===== config.mk =====
export PLATFORM = sky130hd
export DESIGN_NAME = mfr_fault_response
export DESIGN_NICKNAME = d
export VERILOG_FILES = /design/src/rtl/mfr_pkg.sv /design/src/rtl/mfr_axil_slave.sv /design/src/rtl/mfr_fault_channel.sv /design/src/rtl/mfr_fault_response.sv
export SDC_FILE = /design/constraint.sdc
export NUM_CORES = 1
export LEC_CHECK = 0
export ABC_AREA = 1
export BUFFER_PORTS_ARGS = -buffer_cell sky130_fd_sc_hd__buf_2
export CORE_ASPECT_RATIO = 2
export CORE_MARGIN = 1.5
export CORE_UTILIZATION = 58
export CTS_BUF_LIST = sky130_fd_sc_hd__clkbuf_16
export DETAILED_ROUTE_END_ITERATION = 8
export HOLD_SLACK_MARGIN = 0.03
export PLACE_DENSITY = 0.74
export SLEW_MARGIN = 40
export SYNTH_ARGS = -nofsm -noshare
export SYNTH_HDL_FRONTEND = slang
export SYNTH_SLANG_ARGS = --single-unit

===== constraint.sdc =====
create_clock -name clk_in -period 9.1 [get_ports clk_in]
set_input_delay 0 -clock clk_in [delete_from_list [all_inputs] [get_ports clk_in]]
set_output_delay 0 -clock clk_in [all_outputs]
set_load 0.1 [all_outputs]

===== src/rtl/mfr_pkg.sv =====
// Package: register map, response coding and bus carriers of the motor fault response block
// Operation
// - Phase overcurrent response chosen by two-bit select
// - Regulator overcurrent: Hi-Z, controller off, unreported
// - Lock conditions; 1000b reports only, 1xx1b ignores
// - Lock 0000/0001 Hi-Z, 0010/0011 brake, latched
// - Lock 0100/0101 Hi-Z, 0110/0111 brake, retry
// - Hardware lock current limit uses lock coding
// - Software lock current limit uses lock coding
// - Position detect ramp timeout: Hi-Z and retry
// - Position detect rate fault: Hi-Z and retry
// - Report on fault pin and status registers
// - Latched faults held until clear command written
// - Priority latched, slower retry, faster, report
// - Report may trail Hi-Z by up to 200 ms
package mfr_pkg;
	localparam int CLK_HZ = 50_000_000;
	localparam int CYC_PER_MS = CLK_HZ / 1000;
	localparam int POS_TIMEOUT_MS = 500;
	localparam int POS_TIMEOUT_CYC = POS_TIMEOUT_MS * CYC_PER_MS;
	localparam int OCP_RETRY_MS = 5;
	localparam int LOCK_RETRY_MS = 100;
	localparam int OCP_RETRY_CYC = OCP_RETRY_MS * CYC_PER_MS;
	localparam int LOCK_RETRY_CYC = LOCK_RETRY_MS * CYC_PER_MS;
	localparam int NCH = 6;
	localparam logic [7:0] OFS_CONFIG = 8'h00;
	localparam logic [7:0] OFS_CMD = 8'h04;
	localparam logic [7:0] OFS_DRV_STATUS = 8'h08;
	localparam logic [7:0] OFS_CTRL_STATUS = 8'h0C;
	localparam logic [7:0] OFS_EVT_STATUS = 8'h10;
	localparam logic [7:0] OFS_EVT_MASK = 8'h14;
	localparam int F_OCP = 0;
	localparam int F_LOCK = 2;
	localparam int F_HW = 6;
	localparam int F_SW = 10;
	localparam int F_TMO_EN = 14;
	localparam int F_RATE_EN = 15;
	localparam int F_CLEAR = 0;
	localparam logic [15:0] CONFIG_RST = 16'h0000;
	localparam logic [1:0] RESP_OK = 2'h0;
	localparam logic [1:0] RESP_SLVERR = 2'h2;
	localparam logic [3:0] LOCK_REPORT = 4'h8;

	typedef enum logic [1:0] {ACT_NONE, ACT_HIZ, ACT_HS, ACT_LS} mfr_act_t;
	typedef struct packed {
		mfr_act_t act;
		logic latch;
		logic report;
	} mfr_resp_t;
	typedef struct packed {
		logic awvalid;
		logic [7:0] awaddr;
		logic wvalid;
		logic [31:0] wdata;
		logic [3:0] wstrb;
		logic bready;
		logic arvalid;
		logic [7:0] araddr;
		logic rready;
	} mfr_axi_req_t;
	typedef struct packed {
		logic awready;
		logic wready;
		logic bvalid;
		logic [1:0] bresp;
		logic arready;
		logic rvalid;
		logic [31:0] rdata;
		logic [1:0] rresp;
	} mfr_axi_rsp_t;

	function automatic mfr_resp_t decode_ocp(input logic [1:0] code);
		case (code)
			2'h0: decode_ocp = '{ACT_HIZ, 1'b1, 1'b1};
			2'h1: decode_ocp = '{ACT_HIZ, 1'b0, 1'b1};
			2'h2: decode_ocp = '{ACT_NONE, 1'b0, 1'b1};
			default: decode_ocp = '{ACT_NONE, 1'b0, 1'b0};
		endcase
	endfunction

	// Shared by motor lock and both lock current limits
	function automatic mfr_resp_t decode_lock(input logic [3:0] code);
		mfr_act_t a;
		a = (code[1:0] == 2'h2) ? ACT_HS : (code[1:0] == 2'h3) ? ACT_LS : ACT_HIZ;
		if (code == LOCK_REPORT)
			decode_lock = '{ACT_NONE, 1'b0, 1'b1};
		else if (code[3])
			decode_lock = '{ACT_NONE, 1'b0, 1'b0};
		else
			decode_lock = '{a, ~code[2], 1'b1};
	endfunction

	function automatic mfr_resp_t decode_enable(input logic en);
		decode_enable = en ? '{ACT_HIZ, 1'b0, 1'b1} : '{ACT_NONE, 1'b0, 1'b0};
	endfunction
endpackage


===== src/rtl/mfr_axil_slave.sv =====
// AXI4-Lite slave front end: one write and one read at a time, register strobes out
`timescale 1ns/10ps
module mfr_axil_slave (
	input wire logic clk_in,
	input wire logic rst_b_in,
	input wire mfr_pkg::mfr_axi_req_t axi_req_in,
	output mfr_pkg::mfr_axi_rsp_t axi_rsp_out,
	output logic wr_en_out,
	output logic [7:0] wr_addr_out,
	output logic [31:0] wr_data_out,
	output logic rd_en_out,
	output logic [7:0] rd_addr_out,
	input wire logic [31:0] rd_data_in,
	input wire logic rd_hit_in,
	input wire logic wr_hit_in
);
	import mfr_pkg::*;
	logic aw_have;
	logic w_have;
	logic do_write;
	logic do_read;
	// Channel flops kept apart so each has a single driving process
	logic aw_rdy;
	logic w_rdy;
	logic b_vld;
	logic [1:0] b_resp;
	logic ar_rdy;
	logic r_vld;
	logic [31:0] r_data;
	logic [1:0] r_resp;

	assign axi_rsp_out = '{aw_rdy, w_rdy, b_vld, b_resp, ar_rdy, r_vld, r_data, r_resp};
	assign do_write = aw_have && w_have && !b_vld;
	assign do_read = axi_req_in.arvalid && ar_rdy;
	assign wr_en_out = do_write && (&wr_data_strb_ok());
	assign rd_en_out = do_read;
	assign rd_addr_out = axi_req_in.araddr;

	// Write strobes are ignored and every write takes the whole word: all fields sit in the low half-word
	function automatic logic wr_data_strb_ok();
		wr_data_strb_ok = 1'b1;
	endfunction

	always_ff @(posedge clk_in or negedge rst_b_in) begin
		if (!rst_b_in) begin
			aw_have <= 1'b0;
			w_have <= 1'b0;
			wr_addr_out <= 8'h00;
			wr_data_out <= 32'h0000_0000;
			aw_rdy <= 1'b1;
			w_rdy <= 1'b1;
			b_vld <= 1'b0;
			b_resp <= RESP_OK;
		end else begin
			if (axi_req_in.awvalid && aw_rdy) begin
				aw_have <= 1'b1;
				wr_addr_out <= axi_req_in.awaddr;
				aw_rdy <= 1'b0;
			end
			if (axi_req_in.wvalid && w_rdy) begin
				w_have <= 1'b1;
				wr_data_out <= axi_req_in.wdata;
				w_rdy <= 1'b0;
			end
			if (do_write) begin
				aw_have <= 1'b0;
				w_have <= 1'b0;
				b_vld <= 1'b1;
				b_resp <= wr_hit_in ? RESP_OK : RESP_SLVERR;
			end
			if (b_vld && axi_req_in.bready) begin
				b_vld <= 1'b0;
				aw_rdy <= 1'b1;
				w_rdy <= 1'b1;
			end
		end
	end

	always_ff @(posedge clk_in or negedge rst_b_in) begin
		if (!rst_b_in) begin
			ar_rdy <= 1'b1;
			r_vld <= 1'b0;
			r_data <= 32'h0000_0000;
			r_resp <= RESP_OK;
		end else if (do_read) begin
			ar_rdy <= 1'b0;
			r_vld <= 1'b1;
			r_data <= rd_data_in;
			r_resp <= rd_hit_in ? RESP_OK : RESP_SLVERR;
		end else if (r_vld && axi_req_in.rready) begin
			r_vld <= 1'b0;
			ar_rdy <= 1'b1;
		end
	end
endmodule


===== src/rtl/mfr_fault_channel.sv =====
// One fault source: latch, retry timing and report state for a decoded response
`timescale 1ns/10ps
module mfr_fault_channel #(
	parameter int RETRY_CYC = 1000
) (
	input wire logic clk_in,
	input wire logic rst_b_in,
	input wire logic cond_in,
	input wire mfr_pkg::mfr_resp_t resp_in,
	input wire logic clear_in,
	output logic engaged_out,
	output logic latched_out,
	output mfr_pkg::mfr_act_t act_out,
	output logic report_out
);
	import mfr_pkg::*;
	typedef enum logic [1:0] {ST_IDLE, ST_HOLD, ST_RETRY} mfr_ch_state_t;
	mfr_ch_state_t state;
	logic [31:0] count;

	assign engaged_out = (state != ST_IDLE);
	assign report_out = engaged_out || (cond_in && resp_in.report);

	always_ff @(posedge clk_in or negedge rst_b_in) begin
		if (!rst_b_in) begin
			state <= ST_IDLE;
			count <= 32'h0000_0000;
			latched_out <= 1'b0;
			act_out <= ACT_NONE;
		end else begin
			case (state)
				ST_IDLE: begin
					if (cond_in && resp_in.act != ACT_NONE) begin
						state <= ST_HOLD;
						latched_out <= resp_in.latch;
						act_out <= resp_in.act;
					end
				end
				ST_HOLD: begin
					if (latched_out) begin
						if (clear_in) begin
							state <= ST_IDLE;
							latched_out <= 1'b0;
						end
					end else if (!cond_in) begin
						state <= ST_RETRY;
						count <= 32'h0000_0000;
					end
				end
				ST_RETRY: begin
					if (cond_in) begin
						state <= ST_HOLD;
					end else if (count >= 32'(RETRY_CYC - 1)) begin
						state <= ST_IDLE;
					end else begin
						count <= count + 32'h0000_0001;
					end
				end
				default: state <= ST_IDLE;
			endcase
		end
	end
endmodule


===== src/rtl/mfr_fault_response.sv =====
// Motor fault response top: fault decode, output override, report pin and registers
`timescale 1ns/10ps
module mfr_fault_response #(
	parameter int POS_TIMEOUT_CYCLES = mfr_pkg::POS_TIMEOUT_CYC,
	parameter int OCP_RETRY_CYCLES = mfr_pkg::OCP_RETRY_CYC,
	parameter int LOCK_RETRY_CYCLES = mfr_pkg::LOCK_RETRY_CYC
) (
	input wire logic clk_in,
	input wire logic rst_b_in,
	input wire mfr_pkg::mfr_axi_req_t axi_req_in,
	output mfr_pkg::mfr_axi_rsp_t axi_rsp_out,
	input wire logic phase_overcurrent_in,
	input wire logic regulator_overcurrent_in,
	input wire logic motor_lock_fault_in,
	input wire logic hw_lock_current_over_in,
	input wire logic sw_lock_current_over_in,
	input wire logic pos_ramp_active_in,
	input wire logic pos_pulse_start_in,
	input wire logic pos_current_decayed_in,
	input wire logic [2:0] drive_hs_in,
	input wire logic [2:0] drive_ls_in,
	output logic [2:0] hs_gate_out,
	output logic [2:0] ls_gate_out,
	output logic controller_enable_out,
	output logic fault_pin_active_low_out,
	output logic irq_out
);
	import mfr_pkg::*;
	logic [15:0] config_reg;
	logic [NCH-1:0] evt_status;
	logic [NCH-1:0] evt_mask;
	logic [NCH-1:0] report_q;
	logic [31:0] tmo_count;
	logic clear_pulse;
	logic wr_en;
	logic [7:0] wr_addr;
	logic [31:0] wr_data;
	logic rd_en;
	logic [7:0] rd_addr;
	logic [31:0] rd_data;
	logic rd_hit;
	logic wr_hit;
	logic tmo_cond;
	logic rate_cond;
	logic [NCH-1:0] cond;
	mfr_resp_t resp [NCH];
	logic [NCH-1:0] engaged;
	logic [NCH-1:0] latched;
	logic [NCH-1:0] report;
	mfr_act_t act [NCH];
	mfr_act_t next_act;

	function automatic logic is_reg(input logic [7:0] a);
		is_reg = (a == OFS_CONFIG) || (a == OFS_CMD) || (a == OFS_DRV_STATUS) ||
			(a == OFS_CTRL_STATUS) || (a == OFS_EVT_STATUS) || (a == OFS_EVT_MASK);
	endfunction

	mfr_axil_slave u_bus (
		.clk_in(clk_in),
		.rst_b_in(rst_b_in),
		.axi_req_in(axi_req_in),
		.axi_rsp_out(axi_rsp_out),
		.wr_en_out(wr_en),
		.wr_addr_out(wr_addr),
		.wr_data_out(wr_data),
		.rd_en_out(rd_en),
		.rd_addr_out(rd_addr),
		.rd_data_in(rd_data),
		.rd_hit_in(rd_hit),
		.wr_hit_in(wr_hit)
	);

	assign rd_hit = is_reg(rd_addr);
	assign wr_hit = is_reg(wr_addr);

	// Ramp timeout counter saturates so the condition holds until the ramp ends
	always_ff @(posedge clk_in or negedge rst_b_in) begin
		if (!rst_b_in) begin
			tmo_count <= 32'h0000_0000;
		end else if (!pos_ramp_active_in) begin
			tmo_count <= 32'h0000_0000;
		end else if (tmo_count < 32'(POS_TIMEOUT_CYCLES)) begin
			tmo_count <= tmo_count + 32'h0000_0001;
		end
	end

	assign tmo_cond = pos_ramp_active_in && (tmo_count >= 32'(POS_TIMEOUT_CYCLES));
	assign rate_cond = pos_pulse_start_in && !pos_current_decayed_in;
	assign cond = {rate_cond, tmo_cond, sw_lock_current_over_in, hw_lock_current_over_in,
		motor_lock_fault_in, phase_overcurrent_in};

	always_comb begin
		resp[0] = decode_ocp(config_reg[F_OCP +: 2]);
		resp[1] = decode_lock(config_reg[F_LOCK +: 4]);
		resp[2] = decode_lock(config_reg[F_HW +: 4]);
		resp[3] = decode_lock(config_reg[F_SW +: 4]);
		resp[4] = decode_enable(config_reg[F_TMO_EN]);
		resp[5] = decode_enable(config_reg[F_RATE_EN]);
	end

	for (genvar i = 0; i < NCH; i++) begin : g_ch
		mfr_fault_channel #(
			.RETRY_CYC((i == 0) ? OCP_RETRY_CYCLES : LOCK_RETRY_CYCLES)
		) u_ch (
			.clk_in(clk_in),
			.rst_b_in(rst_b_in),
			.cond_in(cond[i]),
			.resp_in(resp[i]),
			.clear_in(clear_pulse),
			.engaged_out(engaged[i]),
			.latched_out(latched[i]),
			.act_out(act[i]),
			.report_out(report[i])
		);
	end

	// Rank an engaged channel; a channel left in retry holds its override
	// until its own timer ends, so recovery waits for the longest retry
	function automatic logic [1:0] rank(input int i);
		logic slow;
		slow = (i == 0) ? (OCP_RETRY_CYCLES >= LOCK_RETRY_CYCLES) :
			(LOCK_RETRY_CYCLES >= OCP_RETRY_CYCLES);
		if (!engaged[i])
			rank = 2'h0;
		else if (latched[i])
			rank = 2'h3;
		else
			rank = slow ? 2'h2 : 2'h1;
	endfunction

	always_comb begin
		logic [1:0] best;
		best = 2'h0;
		next_act = ACT_NONE;
		for (int i = 0; i < NCH; i++) begin
			if (rank(i) > best) begin
				best = rank(i);
				next_act = act[i];
			end
		end
	end

	// Regulator overcurrent forces Hi-Z over any brake and is never reported
	always_ff @(posedge clk_in or negedge rst_b_in) begin
		if (!rst_b_in) begin
			hs_gate_out <= 3'b000;
			ls_gate_out <= 3'b000;
			controller_enable_out <= 1'b0;
		end else begin
			controller_enable_out <= !regulator_overcurrent_in;
			if (regulator_overcurrent_in) begin
				hs_gate_out <= 3'b000;
				ls_gate_out <= 3'b000;
			end else begin
				case (next_act)
					ACT_NONE: begin
						hs_gate_out <= drive_hs_in;
						ls_gate_out <= drive_ls_in;
					end
					ACT_HS: begin
						hs_gate_out <= 3'b111;
						ls_gate_out <= 3'b000;
					end
					ACT_LS: begin
						hs_gate_out <= 3'b000;
						ls_gate_out <= 3'b111;
					end
					default: begin
						hs_gate_out <= 3'b000;
						ls_gate_out <= 3'b000;
					end
				endcase
			end
		end
	end

	// Report leads the override by one cycle, well inside the allowed delay
	always_ff @(posedge clk_in or negedge rst_b_in) begin
		if (!rst_b_in) begin
			report_q <= '0;
			fault_pin_active_low_out <= 1'b1;
		end else begin
			report_q <= report;
			fault_pin_active_low_out <= ~(|report);
		end
	end

	always_ff @(posedge clk_in or negedge rst_b_in) begin
		if (!rst_b_in) begin
			config_reg <= CONFIG_RST;
			evt_mask <= '0;
			clear_pulse <= 1'b0;
		end else begin
			clear_pulse <= wr_en && (wr_addr == OFS_CMD) && wr_data[F_CLEAR];
			if (wr_en && wr_addr == OFS_CONFIG)
				config_reg <= wr_data[15:0];
			if (wr_en && wr_addr == OFS_EVT_MASK)
				evt_mask <= wr_data[NCH-1:0];
		end
	end

	// A new report edge wins over a read clear in the same cycle
	always_ff @(posedge clk_in or negedge rst_b_in) begin
		if (!rst_b_in) begin
			evt_status <= '0;
			irq_out <= 1'b0;
		end else begin
			evt_status <= ((rd_en && rd_addr == OFS_EVT_STATUS) ? '0 : evt_status) |
				(report & ~report_q);
			irq_out <= |(evt_status & evt_mask);
		end
	end

	always_comb begin
		rd_data = 32'h0000_0000;
		case (rd_addr)
			OFS_CONFIG: rd_data[15:0] = config_reg;
			OFS_DRV_STATUS: rd_data[0] = report_q[0];
			OFS_CTRL_STATUS: rd_data[NCH-2:0] = report_q[NCH-1:1];
			OFS_EVT_STATUS: rd_data[NCH-1:0] = evt_status;
			OFS_EVT_MASK: rd_data[NCH-1:0] = evt_mask;
			default: rd_data = 32'h0000_0000;
		endcase
	end
endmodule


==> impl_table.tex, run 1 <==
\begin{tabular}{lr}
\hline
Metric & Value \\
\hline
\multicolumn{2}{l}{\textbf{Status}} \\
\quad Outcome & completed \\
\multicolumn{2}{l}{\textbf{Cells and area}} \\
\quad Finished Layout Cells & 3165 \\
\quad Registers with the highest flip-flop counts & g\_ch.u\_ch.count x192, tmo\_count x32 \\
\quad Final net count & 2812 \\
\quad Fraction of final layout cells with drive strength greater than 1 & 7.436\% \\
\quad Synth-to-layout area growth & 11.25\% \\
\quad Post-layout util & 65.64\% \\
\quad Max reg flops & 192 \\
\quad Register ranked first by flip-flop count & g\_ch.u\_ch.count \\
\multicolumn{2}{l}{\textbf{Synthesis}} \\
\quad Count of cell types in the netlist & 48 \\
\quad Netlist area before placement & 19500 sq um \\
\quad Number of register bits inferred by synthesis & 344 \\
\quad Gate count of the mapped netlist & 2610 \\
\quad Average size of a mapped cell & 7.471 sq um \\
\quad Ys async rst share & 100.0\% \\
\quad Prevailing post-synth register cell & dfrtp\_1 \\
\quad Fraction of the yosys area taken by sequential cells & 44.17\% \\
\quad Count of flip-flops with a built-in enable after synthesis & 0 \\
\quad Synthesis warning total & 0 \\
\multicolumn{2}{l}{\textbf{Drt}} \\
\quad Drt first-iter violations & 847 \\
\quad Total vias in the final route & 17080 \\
\quad Wire length per cell after detailed routing & 15.12 um \\
\quad Vias per cell & 5.395 \\
\quad DRC violation count after routing & 0 \\
\quad Number of antenna-violating nets in the routed design & 0 \\
\quad Routed wire length & 47850 um \\
\quad First-pass iteration count of the detailed router & 6 \\
\multicolumn{2}{l}{\textbf{Timing}} \\
\quad Max-slew violation count & 0 \\
\quad Final TNS setup & 0 ns \\
\quad Final Cycle Share & 70.83\% \\
\quad Unrepaired setup endpoints after global routing & false \\
\quad Peak clock frequency supported by timing & 155.1 MHz \\
\quad Time the final worst path needs with I/O delays and setup & 6.446 ns \\
\quad Final setup violation count & 0 \\
\quad Worst slew margin & 42.93\% \\
\quad Slew @ Worst Pin & 0.8496 ns \\
\quad Count of final hold-check violations & 0 \\
\quad Clk\_skew & 0.01828 ns \\
\multicolumn{2}{l}{\textbf{Global route}} \\
\quad Vias in the first global route & 17120 \\
\quad GRT met1 Usage & 30.62\% \\
\quad M3 GR Usage & 2.566\% \\
\quad Global-route wire length before repair & 79570 um \\
\quad Total global-route track usage & 27.70\% \\
\quad Busiest layer in global routing & met2 \\
\quad Antenna violations before repair & 3 \\
\quad Global-route met2 utilization & 52.68\% \\
\quad Total congestion overflow & 0 \\
\quad Maximum number of pins on one net before global-route repair & 110 \\
\multicolumn{2}{l}{\textbf{Floorplanning}} \\
\quad Die W & 132.7 um \\
\quad Height of the chip & 262.3 um \\
\quad Starting utilization of the core area & 59.00\% \\
\quad Core area & 33050 sq um \\
\quad Die Area & 34800 sq um \\
\quad FP Rows & 94 \\
\quad IO Count & 123 \\
\multicolumn{2}{l}{\textbf{Min path}} \\
\quad Hold path cells & 6 \\
\quad Launch point of the worst hold path & axi\_req\_in[2] \\
\quad Min-Delay Path Class & primary input to flop \\
\quad Hold Path Sink & u\_bus.r\_data[2] \\
\multicolumn{2}{l}{\textbf{Worst setup path}} \\
\quad Crit path largest cell delay & 0.54 ns \\
\quad Endpoint of the worst-slack reg-to-reg timing path & ls\_gate\_out[0] \\
\quad Critical path data arrival time & 6.91 ns \\
\quad Max FO, Critical Path & 6 \\
\quad Path type of the worst setup path & flop to flop \\
\quad Critical register-to-register path startpoint & g\_ch[0].u\_ch.state[1] \\
\quad Data required time at the worst endpoint & 9.57 ns \\
\quad Worst Reg-to-Reg Cells & 38 \\
\quad Slowest-stage cell, CP & a31oi\_1 \\
\quad Worst Setup End Kind & flop \\
\quad Slack of the worst reg-to-reg path & 2.65 ns \\
\quad Type of origin of the critical path & flop \\
\multicolumn{2}{l}{\textbf{Clock tree}} \\
\quad Root buffer selected by CTS & clkbuf\_16 \\
\quad CTS tree & built \\
\quad Number of instances resized during post-cts repair & 0 \\
\quad Level count of the clock H-tree & 2 \\
\quad CTS clock-pin slew for the worst setup and hold paths & 0.06 ns \\
\quad Clock sink count & 344 \\
\quad Max Root-Sink Buffers & 3 \\
\quad Number of CTS-inserted buffers & 34 \\
\quad Worst skew pair latency & 0.53 ns \\
\multicolumn{2}{l}{\textbf{Place}} \\
\quad Cell count after placement & 3044 \\
\quad Count of input and output buffers & 84 \\
\quad HPWL after detailed placement & 33360 um \\
\quad Final Wtd Congestion & 0.9387 \\
\multicolumn{2}{l}{\textbf{Power and ir drop}} \\
\quad Leak Pwr & 0.01039 uW \\
\quad Ratio of total power to cell area & 241.8 nW/um\^{}2 \\
\quad Maximum vdd ir drop & 0.2519 mV \\
\quad Total power of the final layout & 5245 uW \\
\multicolumn{2}{l}{\textbf{Run}} \\
\quad Reported max-cap violation count & 0 \\
\hline
\end{tabular}
## power breakdown
| group | switching, uW | internal (uW) | total, uW |
|---|---|---|---|
| sequential | 154 | 1730 | 1890 |
| clock | 601 | 816 | 1420 |
| combinational | 1410 | 534 | 1940 |
## cells in the final DEF, fill, tap and decap left out, types with 5 or more instances in the layout
cell | synthesis | final
a21oi_1 | 39 | 39
a31oi_1 | 6 | 6
buf_2 | 15 | 83
clkbuf_16 | 0 | 37
clkinv_1 | 0 | 9
conb_1 | 1 | 18
dfrtp_1 | 340 | 340
dlygate4sd3_1 | 0 | 58
ha_1 | 32 | 32
inv_1 | 292 | 296
inv_2 | 8 | 8
nand2_1 | 693 | 690
nand2_2 | 21 | 24
nand2_4 | 6 | 6
nand3_1 | 202 | 201
nand3_2 | 6 | 7
nand3b_1 | 5 | 5
nand4_1 | 85 | 85
nor2_1 | 405 | 405
nor3_1 | 61 | 61
nor3b_1 | 18 | 18
nor4_1 | 15 | 14
o211ai_1 | 6 | 6
o21ai_0 | 84 | 84
o22ai_1 | 6 | 6
o31ai_1 | 21 | 21
xnor2_1 | 27 | 27
xor2_1 | 89 | 89
## cell usage after synthesis, types with 4 or more instances
cell type	instances	area share (%)
inv_2	8	0.15
a31oi_1	6	0.19
buf_2	15	0.38
nand3b_1	5	0.19
dfstp_2	4	0.54
o22ai_1	6	0.19
nor2_1	405	7.8
clkbuf_1	41	0.79
xor2_1	89	4.0
nor3b_1	18	0.69
nand4_1	85	2.7
a21oi_1	39	1.0
nor2_4	4	0.23
nand3_2	6	0.31
o211ai_1	6	0.23
o21ai_0	84	2.2
inv_1	292	5.6
buf_4	33	1.3
o31ai_1	21	0.81
nand2_1	693	13
nand3_1	202	5.2
buf_6	14	0.81
dfrtp_1	340	44
ha_1	32	2.1
nor3_1	61	1.6
nor4_1	15	0.48
xnor2_1	27	1.2
nand2_4	6	0.35
nand2_2	21	0.67
## repair_timing
item | CTS | global route
hold endpoints to repair | 188 | 38
hold buffers | 57 | 1
endpoints found under the setup margin | 0 | 0
setup buffers | 0 | 0
## logic make-up after synthesis
family / share of synthesized area, %
other: 0.01923
DFF: 44.17
xor gates and xnor gates: 5.210
adders and majority gates: 2.053
AOI/OAI and AO/OA: 5.088
buffers and inverters: 9.105
and+or+nand+nor: 34.35
## stage by stage
step	hold slack, ns	instance area (sq um)	worst slack, ns
2_1_floorplan	-0.2956	19560	3.625
3_3_place_gp	0.1210	19930	2.759
3_5_place_dp	0.1331	19970	2.638
4_1_cts	0.04775	21640	2.600
5_1_grt	0.1056	21690	1.832
6_report	0.08924	21690	2.654
## per-layer routing
layer  wire length (um)  share of wire [%]
met1              18380                 38
met2              25530                 53
met3               1691                3.5
met4               2246                4.7
met5                  0                  0
## how the worst max path moves through the flow
stage	from	end	slack (ns)	cells after the start
5_1_grt	g_ch[0].u_ch.state[1]	hs_gate_out[2]	1.83	39
2_1_floorplan	g_ch[0].u_ch.state[1]	ls_gate_out[0]	3.63	38
3_5_place_dp	g_ch[0].u_ch.state[1]	hs_gate_out[0]	2.64	39
3_3_place_gp	g_ch[0].u_ch.state[1]	ls_gate_out[2]	2.76	38
4_1_cts	g_ch[0].u_ch.state[1]	hs_gate_out[0]	2.60	39
6_report	g_ch[0].u_ch.state[1]	ls_gate_out[0]	2.65	38
## worst max-delay path, delay by kind of cell, from the launching register on
kind | cells | cell delay (ns)
DFF | 1 | 0.43
and+or+nand+nor | 16 | 2.05
AOI/OAI and AO/OA | 7 | 1.79
buffers and inverters | 9 | 0.64
adders and majority gates | 6 | 1.49
## cell type report
cell class	count	area, sq um
diodes	3	7.507
clock buffers	37	925.9
clock inverters	22	173.9
fillers	2911	11360
inverters	300	1126
multi-input cells	1879	9194
flip-flops and latches	344	8613
well taps	432	540.5
repair buffers	148	1112
(Power assumes the default switching activity.)
==> run 2, diff against run 1 <==
--- a/config.mk
+++ b/config.mk
@@ -9,7 +9,7 @@
 export BUFFER_PORTS_ARGS = -buffer_cell sky130_fd_sc_hd__buf_2
 export CORE_ASPECT_RATIO = 2
 export CORE_MARGIN = 1.5
-export CORE_UTILIZATION = 58
+export CORE_UTILIZATION = 56
 export CTS_BUF_LIST = sky130_fd_sc_hd__clkbuf_16
 export DETAILED_ROUTE_END_ITERATION = 8
 export HOLD_SLACK_MARGIN = 0.03
==> constraint.sdc (replaced) <==
create_clock -name clk_in -period 5.9 [get_ports clk_in]
set_input_delay 0 -clock clk_in [delete_from_list [all_inputs] [get_ports clk_in]]
set_output_delay 0 -clock clk_in [all_outputs]
set_load 0.1 [all_outputs]
==> run 2 against run 1 <==
  * Sequential power rose by 54%
  * Flip-flop and latch count did not move
  * Via count rose by 1.0%
  * Die area rose by 3.5%
  * Critical path depth rose by 1
  * Sequential share of layout area rose by 0.14 points
  * Worst setup slack got worse by 2.1 ns
  * Final area fell by 0.35%
  * Cell count rose by 0.22%
==> impl_table.tex, run 2 (synthesized netlist as in run 1, its figures left out) <==
\begin{tabular}{lr}
\hline
Metric & Value \\
\hline
\multicolumn{2}{l}{\textbf{Worst setup path}} \\
\quad Crit path largest cell delay & 0.40 ns (was 0.54 ns) \\
\quad Critical path data arrival time & 5.84 ns (was 6.91 ns) \\
\quad Worst Setup End Kind & flop (unchanged) \\
\quad Slack of the worst reg-to-reg path & 0.56 ns (was 2.65 ns) \\
\quad Critical register-to-register path startpoint & g\_ch[0].u\_ch.state[1] (unchanged) \\
\quad Type of origin of the critical path & flop (unchanged) \\
\quad Worst Reg-to-Reg Cells & 39 (was 38) \\
\quad Path type of the worst setup path & flop to flop (unchanged) \\
\quad CP delay by family, top & simple AND/OR/NAND/NOR gates (unchanged) \\
\quad Most frequent cell on the critical path & nand2\_1 \\
\quad Number of cells on the critical path & 39 (was 38) \\
\quad Slowest-stage cell, CP & dfrtp\_1 (was a31oi\_1) \\
\quad Worst path buffer plus inverter count & 7 (was 9) \\
\quad Data required time at the worst endpoint & 6.40 ns (was 9.57 ns) \\
\quad Max FO, Critical Path & 6 (unchanged) \\
\quad Endpoint of the worst-slack reg-to-reg timing path & hs\_gate\_out[2] (was ls\_gate\_out[0]) \\
\multicolumn{2}{l}{\textbf{Place}} \\
\quad Count of input and output buffers & 84 (unchanged) \\
\quad Final Wtd Congestion & 0.9565 (was 0.9387) \\
\quad DP Area & 19990 sq um (was 19970 sq um) \\
\quad Cell count after placement & 3057 (was 3044) \\
\quad HPWL after detailed placement & 34400 um (was 33360 um) \\
\multicolumn{2}{l}{\textbf{Global route}} \\
\quad Maximum number of pins on one net before global-route repair & 146 (was 110) \\
\quad Total global-route track usage & 27.68\% (was 27.70\%) \\
\quad Vias in the first global route & 17450 (was 17120) \\
\quad Total congestion overflow & 0 (unchanged) \\
\quad Antenna violations before repair & 0 (was 3) \\
\quad Global-route wire length before repair & 81160 um (was 79570 um) \\
\multicolumn{2}{l}{\textbf{Timing}} \\
\quad Final setup violation count & 0 (unchanged) \\
\quad Final Cycle Share & 90.48\% (was 70.83\%) \\
\quad Max-slew violation count & 0 (unchanged) \\
\quad Time the final worst path needs with I/O delays and setup & 5.339 ns (was 6.446 ns) \\
\quad Final TNS setup & 0 ns (unchanged) \\
\quad Slew @ Worst Pin & 0.8193 ns (was 0.8496 ns) \\
\quad Count of final hold-check violations & 0 (unchanged) \\
\quad Worst slew margin & 45.38\% (was 42.93\%) \\
\quad Peak clock frequency supported by timing & 187.3 MHz (was 155.1 MHz) \\
\quad Unrepaired setup endpoints after global routing & false (unchanged) \\
\quad Clk\_skew & 0.008399 ns (was 0.01828 ns) \\
\multicolumn{2}{l}{\textbf{Clock tree}} \\
\quad Root buffer selected by CTS & clkbuf\_16 (unchanged) \\
\quad Number of CTS-inserted buffers & 31 (was 34) \\
\quad CTS tree & built (unchanged) \\
\quad CTS clock-pin slew for the worst setup and hold paths & 0.07 ns (was 0.06 ns) \\
\quad Max Root-Sink Buffers & 3 (unchanged) \\
\quad Level count of the clock H-tree & 1 (was 2) \\
\quad Clock sink count & 344 (unchanged) \\
\quad Worst skew pair latency & 0.58 ns (was 0.53 ns) \\
\multicolumn{2}{l}{\textbf{Cells and area}} \\
\quad Registers with the highest flip-flop counts & g\_ch.u\_ch.count x192, tmo\_count x32 (unchanged) \\
\quad Most frequent standard cell in the layout excluding fill and tap cells & nand2\_1 (unchanged) \\
\quad Final net count & 2812 (unchanged) \\
\quad Top library cells by usage in the layout, fill and taps aside & 688 x nand2\_1, 402 x nor2\_1, 340 x dfrtp\_1 (was 690 x nand2\_1, 405 x nor2\_1, 340 x dfrtp\_1) \\
\quad Fraction of final layout cells with drive strength greater than 1 & 8.129\% (was 7.436\%) \\
\quad Max reg flops & 192 (unchanged) \\
\quad Finished Layout Cells & 3172 (was 3165) \\
\quad Register ranked first by flip-flop count & g\_ch.u\_ch.count (unchanged) \\
\quad N\_diodes & 0 (was 3) \\
\quad Layout Cell Area excl Fill & 21620 sq um (was 21690 sq um) \\
\quad Synth-to-layout area growth & 10.86\% (was 11.25\%) \\
\quad Layout filler cell count & 3138 (was 2911) \\
\multicolumn{2}{l}{\textbf{Floorplanning}} \\
\quad Die W & 135.0 um (was 132.7 um) \\
\quad Die Area & 36020 sq um (was 34800 sq um) \\
\quad Height of the chip & 266.9 um (was 262.3 um) \\
\quad Starting utilization of the core area & 56.76\% (was 59.00\%) \\
\quad FP Rows & 96 (was 94) \\
\quad Core area & 34350 sq um (was 33050 sq um) \\
\quad IO Count & 123 (unchanged) \\
\multicolumn{2}{l}{\textbf{Drt}} \\
\quad Number of antenna-violating nets in the routed design & 0 (unchanged) \\
\quad Total vias in the final route & 17260 (was 17080) \\
\quad Wire length per cell after detailed routing & 15.46 um (was 15.12 um) \\
\quad Routed wire length & 49030 um (was 47850 um) \\
\quad First-pass iteration count of the detailed router & 7 (was 6) \\
\quad DRC violation count after routing & 0 (unchanged) \\
\quad Vias per cell & 5.440 (was 5.395) \\
\quad Drt first-iter violations & 993 (was 847) \\
\multicolumn{2}{l}{\textbf{Power and ir drop}} \\
\quad Ratio of total power to cell area & 375.1 nW/um\^{}2 (was 241.8 nW/um\^{}2) \\
\quad Maximum vdd ir drop & 0.3283 mV (was 0.2519 mV) \\
\quad Leak Pwr & 0.01033 uW (was 0.01039 uW) \\
\quad Total power of the final layout & 8109 uW (was 5245 uW) \\
\multicolumn{2}{l}{\textbf{Min path}} \\
\quad Launch point of the worst hold path & axi\_req\_in[1] (was axi\_req\_in[2]) \\
\quad Hold Path Sink & u\_bus.r\_data[2] (unchanged) \\
\quad Hold path cells & 6 (unchanged) \\
\quad Min-Delay Path Class & primary input to flop (unchanged) \\
\multicolumn{2}{l}{\textbf{Run}} \\
\quad Reported max-cap violation count & 0 (unchanged) \\
\multicolumn{2}{l}{\textbf{Status}} \\
\quad Outcome & completed (unchanged) \\
\hline
\end{tabular}
## run 2: cell count changes in the layout (fill, tap and decap cells not counted), sizes merged
cell,before,now
clkbuf,37,31
diode,3,0
dlygate4sd3,58,56
inv,304,306
bufinv,3,2
buf,90,95
clkinvlp,2,4
clkinv,13,14
## run 2: cell type report
cell class	instances	area [sq um]	area share, %
Inverter	300	1126	5.209
Tap cell	441	551.8	2.553
Clock buffer	31	775.7	3.589
Sequential cell	344	8613	39.84
Timing Repair Buffer	151	1110	5.134
Multi-Input combinational cell	1879	9230	42.70
Clock inverter	26	210.2	0.9724
## run 2: per-stage QoR
step	setup WS [ns]	util, %	hold slack, ns
after floorplan	0.4254	-	-0.2956
final	0.5615	62.93	0.1234
after global placement	0.2939	58.15	0.04297
after global routing	0.01895	62.93	0.1631
after detailed placement	0.1397	58.20	0.05125
after CTS	0.1052	62.70	0.06059
## run 2: power by group
part	total (uW)	internal, uW	switching (uW)	leakage, uW
logic	3190	930	2260	0.00524
registers	2920	2670	248	0.00461
clock network	2000	1060	941	0.000488
total	8110	4660	3450	0.0103
## run 2: per-layer routing
metal	up-vias	track usage (%)	routed length, um
met4	0	14.73	2436
met1	8206	29.08	18050
met2	435	53.14	26720
met5	-	0	0
met3	168	2.830	1823
li1	8446	-	-
## run 2: worst max-delay path by stage
stage                                      from  slack, ns              to
after floorplan           g_ch[0].u_ch.state[1]       0.43  ls_gate_out[0]
after global placement    g_ch[0].u_ch.state[1]       0.29  ls_gate_out[0]
after detailed placement  g_ch[0].u_ch.state[1]       0.14  hs_gate_out[1]
after CTS                 g_ch[0].u_ch.state[1]       0.11  ls_gate_out[1]
after global routing      g_ch[0].u_ch.state[1]       0.02  ls_gate_out[2]
final                     g_ch[0].u_ch.state[1]       0.56  hs_gate_out[2]
## run 2: repair_timing
action                                  in CTS  in global routing
resized for setup                            0                 13
setup buffers                                0                  1
endpoints found under the hold margin      186                  0
endpoints found under the setup margin       0                  6
hold buffers                                56                  0
## run 2: worst reg2reg max path, delay by kind of cell (launching register included)
family | cells | cell delay (ns)
AO/OA/AOI/OAI | 8 | 0.95
adder cells (fa/ha/maj) | 6 | 1.47
buffers and inverters | 7 | 0.56
flip-flops | 1 | 0.40
AND/OR/NAND/NOR | 18 | 1.88
==> run 3, diff against run 2 <==
--- a/config.mk
+++ b/config.mk
@@ -17,4 +17,5 @@
 export SLEW_MARGIN = 40
 export SYNTH_ARGS = -nofsm -noshare
 export SYNTH_HDL_FRONTEND = slang
+export SYNTH_HIERARCHICAL = 1
 export SYNTH_SLANG_ARGS = --single-unit
==> run 3 against run 2 <==
  * Combinational power is 14% higher
  * Sequential share of layout area shrank 1.5 points
  * Power is 12% higher
  * Largest power group unchanged
  * Highest routed layer unchanged
==> impl_table.tex, run 3 <==
\begin{tabular}{lr}
\hline
Metric & Value \\
\hline
\multicolumn{2}{l}{\textbf{Run}} \\
\quad Reported max-cap violation count & 0 (unchanged) \\
\multicolumn{2}{l}{\textbf{Timing}} \\
\quad Count of final hold-check violations & 0 (unchanged) \\
\quad Final TNS setup & 0 ns (unchanged) \\
\quad Time the final worst path needs with I/O delays and setup & 5.309 ns (was 5.339 ns) \\
\quad Final Cycle Share & 89.99\% (was 90.48\%) \\
\quad Unrepaired setup endpoints after global routing & false (unchanged) \\
\quad Max-slew violation count & 0 (unchanged) \\
\quad Peak clock frequency supported by timing & 188.4 MHz (was 187.3 MHz) \\
\quad Final setup slack of the worst path & 0.5907 ns (was 0.5615 ns) \\
\quad Clk\_skew & 0.02115 ns (was 0.008399 ns) \\
\quad Slew @ Worst Pin & 0.7499 ns (was 0.8193 ns) \\
\quad Worst slew margin & 49.89\% (was 45.38\%) \\
\quad Final setup violation count & 0 (unchanged) \\
\multicolumn{2}{l}{\textbf{Synthesis}} \\
\quad Netlist area before placement & 21250 sq um (was 19500 sq um) \\
\quad Synthesis warning total & 6 (was 0) \\
\quad Gate count of the mapped netlist & 2919 (was 2610) \\
\quad Average size of a mapped cell & 7.281 sq um (was 7.471 sq um) \\
\multicolumn{2}{l}{\textbf{Worst setup path}} \\
\quad End point of the critical path & ls\_gate\_out[1] (was hs\_gate\_out[2]) \\
\quad Most frequent cell on the critical path & inv\_1 (was nand2\_1) \\
\quad Slack of the worst reg-to-reg path & 0.59 ns (was 0.56 ns) \\
\quad Endpoint of the worst-slack reg-to-reg timing path & ls\_gate\_out[1] (was hs\_gate\_out[2]) \\
\quad Type of origin of the critical path & flop (unchanged) \\
\quad CP Launch Point & g\_ch[1].u\_ch/state[1] (was g\_ch[0].u\_ch.state[1]) \\
\quad Data required time at the worst endpoint & 6.32 ns (was 6.40 ns) \\
\quad Worst Setup End Kind & flop (unchanged) \\
\quad Critical path data arrival time & 5.73 ns (was 5.84 ns) \\
\quad Critical register-to-register path startpoint & g\_ch[1].u\_ch/state[1] (was g\_ch[0].u\_ch.state[1]) \\
\quad Worst Reg-to-Reg Cells & 39 (unchanged) \\
\quad Max FO, Critical Path & 6 (unchanged) \\
\quad Slowest-stage cell, CP & dfrtp\_2 (was dfrtp\_1) \\
\quad Path type of the worst setup path & flop to flop (unchanged) \\
\quad Crit path largest cell delay & 0.44 ns (was 0.40 ns) \\
\multicolumn{2}{l}{\textbf{Cells and area}} \\
\quad Register ranked first by flip-flop count & g\_ch.u\_ch/count (was g\_ch.u\_ch.count) \\
\quad Most frequent standard cell in the layout excluding fill and tap cells & nand2\_1 (unchanged) \\
\quad Top library cells by usage in the layout, fill and taps aside & 877 x nand2\_1, 530 x nor2\_1, 358 x dfrtp\_1 (was 688 x nand2\_1, 402 x nor2\_1, 340 x dfrtp\_1) \\
\quad Synth-to-layout area growth & 11.51\% (was 10.86\%) \\
\quad Max reg flops & 192 (unchanged) \\
\quad Fraction of final layout cells with drive strength greater than 1 & 12.37\% (was 8.129\%) \\
\quad Registers with the highest flip-flop counts & g\_ch.u\_ch/count x192, tmo\_count x32, u\_bus/r\_data x32 (was g\_ch.u\_ch.count x192, tmo\_count x32) \\
\quad Finished Layout Cells & 3555 (was 3172) \\
\quad Final net count & 3167 (was 2812) \\
\quad N\_diodes & 0 (unchanged) \\
\quad Layout Cell Area excl Fill & 23700 sq um (was 21620 sq um) \\
\multicolumn{2}{l}{\textbf{Power and ir drop}} \\
\quad Leak Pwr & 0.01147 uW (was 0.01033 uW) \\
\quad Maximum vdd ir drop & 0.3258 mV (was 0.3283 mV) \\
\quad Total power of the final layout & 9046 uW (was 8109 uW) \\
\quad Ratio of total power to cell area & 381.7 nW/um\^{}2 (was 375.1 nW/um\^{}2) \\
\multicolumn{2}{l}{\textbf{Clock tree}} \\
\quad Level count of the clock H-tree & 2 (was 1) \\
\quad Worst skew pair latency & 0.54 ns (was 0.58 ns) \\
\quad Number of CTS-inserted buffers & 35 (was 31) \\
\quad CTS clock-pin slew for the worst setup and hold paths & 0.07 ns (about the same) \\
\quad Root buffer selected by CTS & clkbuf\_16 (unchanged) \\
\quad Clock sink count & 363 (was 344) \\
\quad CTS tree & built (unchanged) \\
\quad Post-CTS Setup Inserts & 0 (unchanged) \\
\quad Max Root-Sink Buffers & 3 (unchanged) \\
\multicolumn{2}{l}{\textbf{Drt}} \\
\quad Vias per cell & 5.286 (was 5.440) \\
\quad Total vias in the final route & 18790 (was 17260) \\
\quad Drt first-iter violations & 1034 (was 993) \\
\quad Number of antenna-violating nets in the routed design & 0 (unchanged) \\
\quad DRC violation count after routing & 0 (unchanged) \\
\quad Wire length per cell after detailed routing & 14.62 um (was 15.46 um) \\
\quad Routed wire length & 51980 um (was 49030 um) \\
\quad First-pass iteration count of the detailed router & 5 (was 7) \\
\multicolumn{2}{l}{\textbf{Place}} \\
\quad Cell count after placement & 3417 (was 3057) \\
\quad Final Wtd Congestion & 0.9592 (was 0.9565) \\
\quad DP Area & 21790 sq um (was 19990 sq um) \\
\quad HPWL after detailed placement & 36110 um (was 34400 um) \\
\quad Count of input and output buffers & 100 (was 84) \\
\quad Post-placement setup slack & 0.1723 ns (was 0.1397 ns) \\
\multicolumn{2}{l}{\textbf{Floorplanning}} \\
\quad Height of the chip & 278.5 um (was 266.9 um) \\
\quad Die Area & 39200 sq um (was 36020 sq um) \\
\quad Core area & 37290 sq um (was 34350 sq um) \\
\quad FP Rows & 100 (was 96) \\
\quad IO Count & 123 (unchanged) \\
\quad Starting utilization of the core area & 57.00\% (was 56.76\%) \\
\quad Die W & 140.8 um (was 135.0 um) \\
\multicolumn{2}{l}{\textbf{Global route}} \\
\quad Total congestion overflow & 0 (unchanged) \\
\quad Antenna violations before repair & 0 (unchanged) \\
\quad Vias in the first global route & 19050 (was 17450) \\
\quad Total global-route track usage & 27.14\% (was 27.68\%) \\
\quad Global-route wire length before repair & 87380 um (was 81160 um) \\
\quad Maximum number of pins on one net before global-route repair & 119 (was 146) \\
\multicolumn{2}{l}{\textbf{Status}} \\
\quad Outcome & completed (unchanged) \\
\multicolumn{2}{l}{\textbf{Min path}} \\
\quad Min-Delay Path Class & primary input to flop (unchanged) \\
\hline
\end{tabular}
==> run 3: report_power, final <==
part	internal, uW	leakage [uW]	switching, uW
logic	1050	0.00608	2590
clock network	1210	0.000522	1010
registers	2860	0.00487	325
==> run 3: worst min path at each step <==
stage,startpoint,endpoint,slack (ns),cells after the start
2_1_floorplan,rst_b_in,clear_pulse,-0.30,0
3_3_place_gp,rst_b_in,g_ch[2].u_ch/count[5],0.11,1
3_5_place_dp,rst_b_in,g_ch[2].u_ch/count[6],0.13,1
4_1_cts,axi_req_in[3],u_bus/r_data[0],0.06,7
5_1_grt,axi_req_in[3],u_bus/r_data[0],0.13,7
6_report,axi_req_in[3],u_bus/r_data[0],0.08,7
==> run 3: critical path: cells and delay by family (launching register included) <==
family                     cells  cell delay [ns]
DFF                            1             0.44
buffers and inverters         11             0.81
AOI/OAI and AO/OA              8             1.01
and+or+nand+nor               14             1.34
adders and majority gates      6             1.61
==> run 3: repair_timing <==
action | CTS | global route
endpoints found under the hold margin | 233 | 37
gates resized for setup | 0 | 11
endpoints found under the setup margin | 0 | 6
hold buffers | 73 | 1
==> run 3: stage by stage <==
| step | utilization (%) | hold WS (ns) |
|---|---|---|
| finish | 63.56 | 0.08089 |
| global route | 63.56 | 0.1272 |
| CTS | 63.39 | 0.05955 |
| detailed placement | 58.44 | 0.1254 |
| global placement | 58.43 | 0.1140 |
| floorplan | - | -0.2956 |
==> run 3: final cells by class <==
cell class,count,area [sq um]
Fill cell,3313,13590
Multi-Input combinational cell,2193,10390
Sequential cell,363,9090
Timing Repair Buffer,182,1351
Inverter,295,1184
Clock buffer,36,900.9
Tap cell,459,574.3
Clock inverter,27,215.2
==> run 3: metal layers <==
metal / share of wire (%) / track usage (%)
met2: 54 / 52.32
met4: 5.8 / 15.38
met1: 37 / 27.88
met3: 3.5 / 2.942
met5: 0 / 0
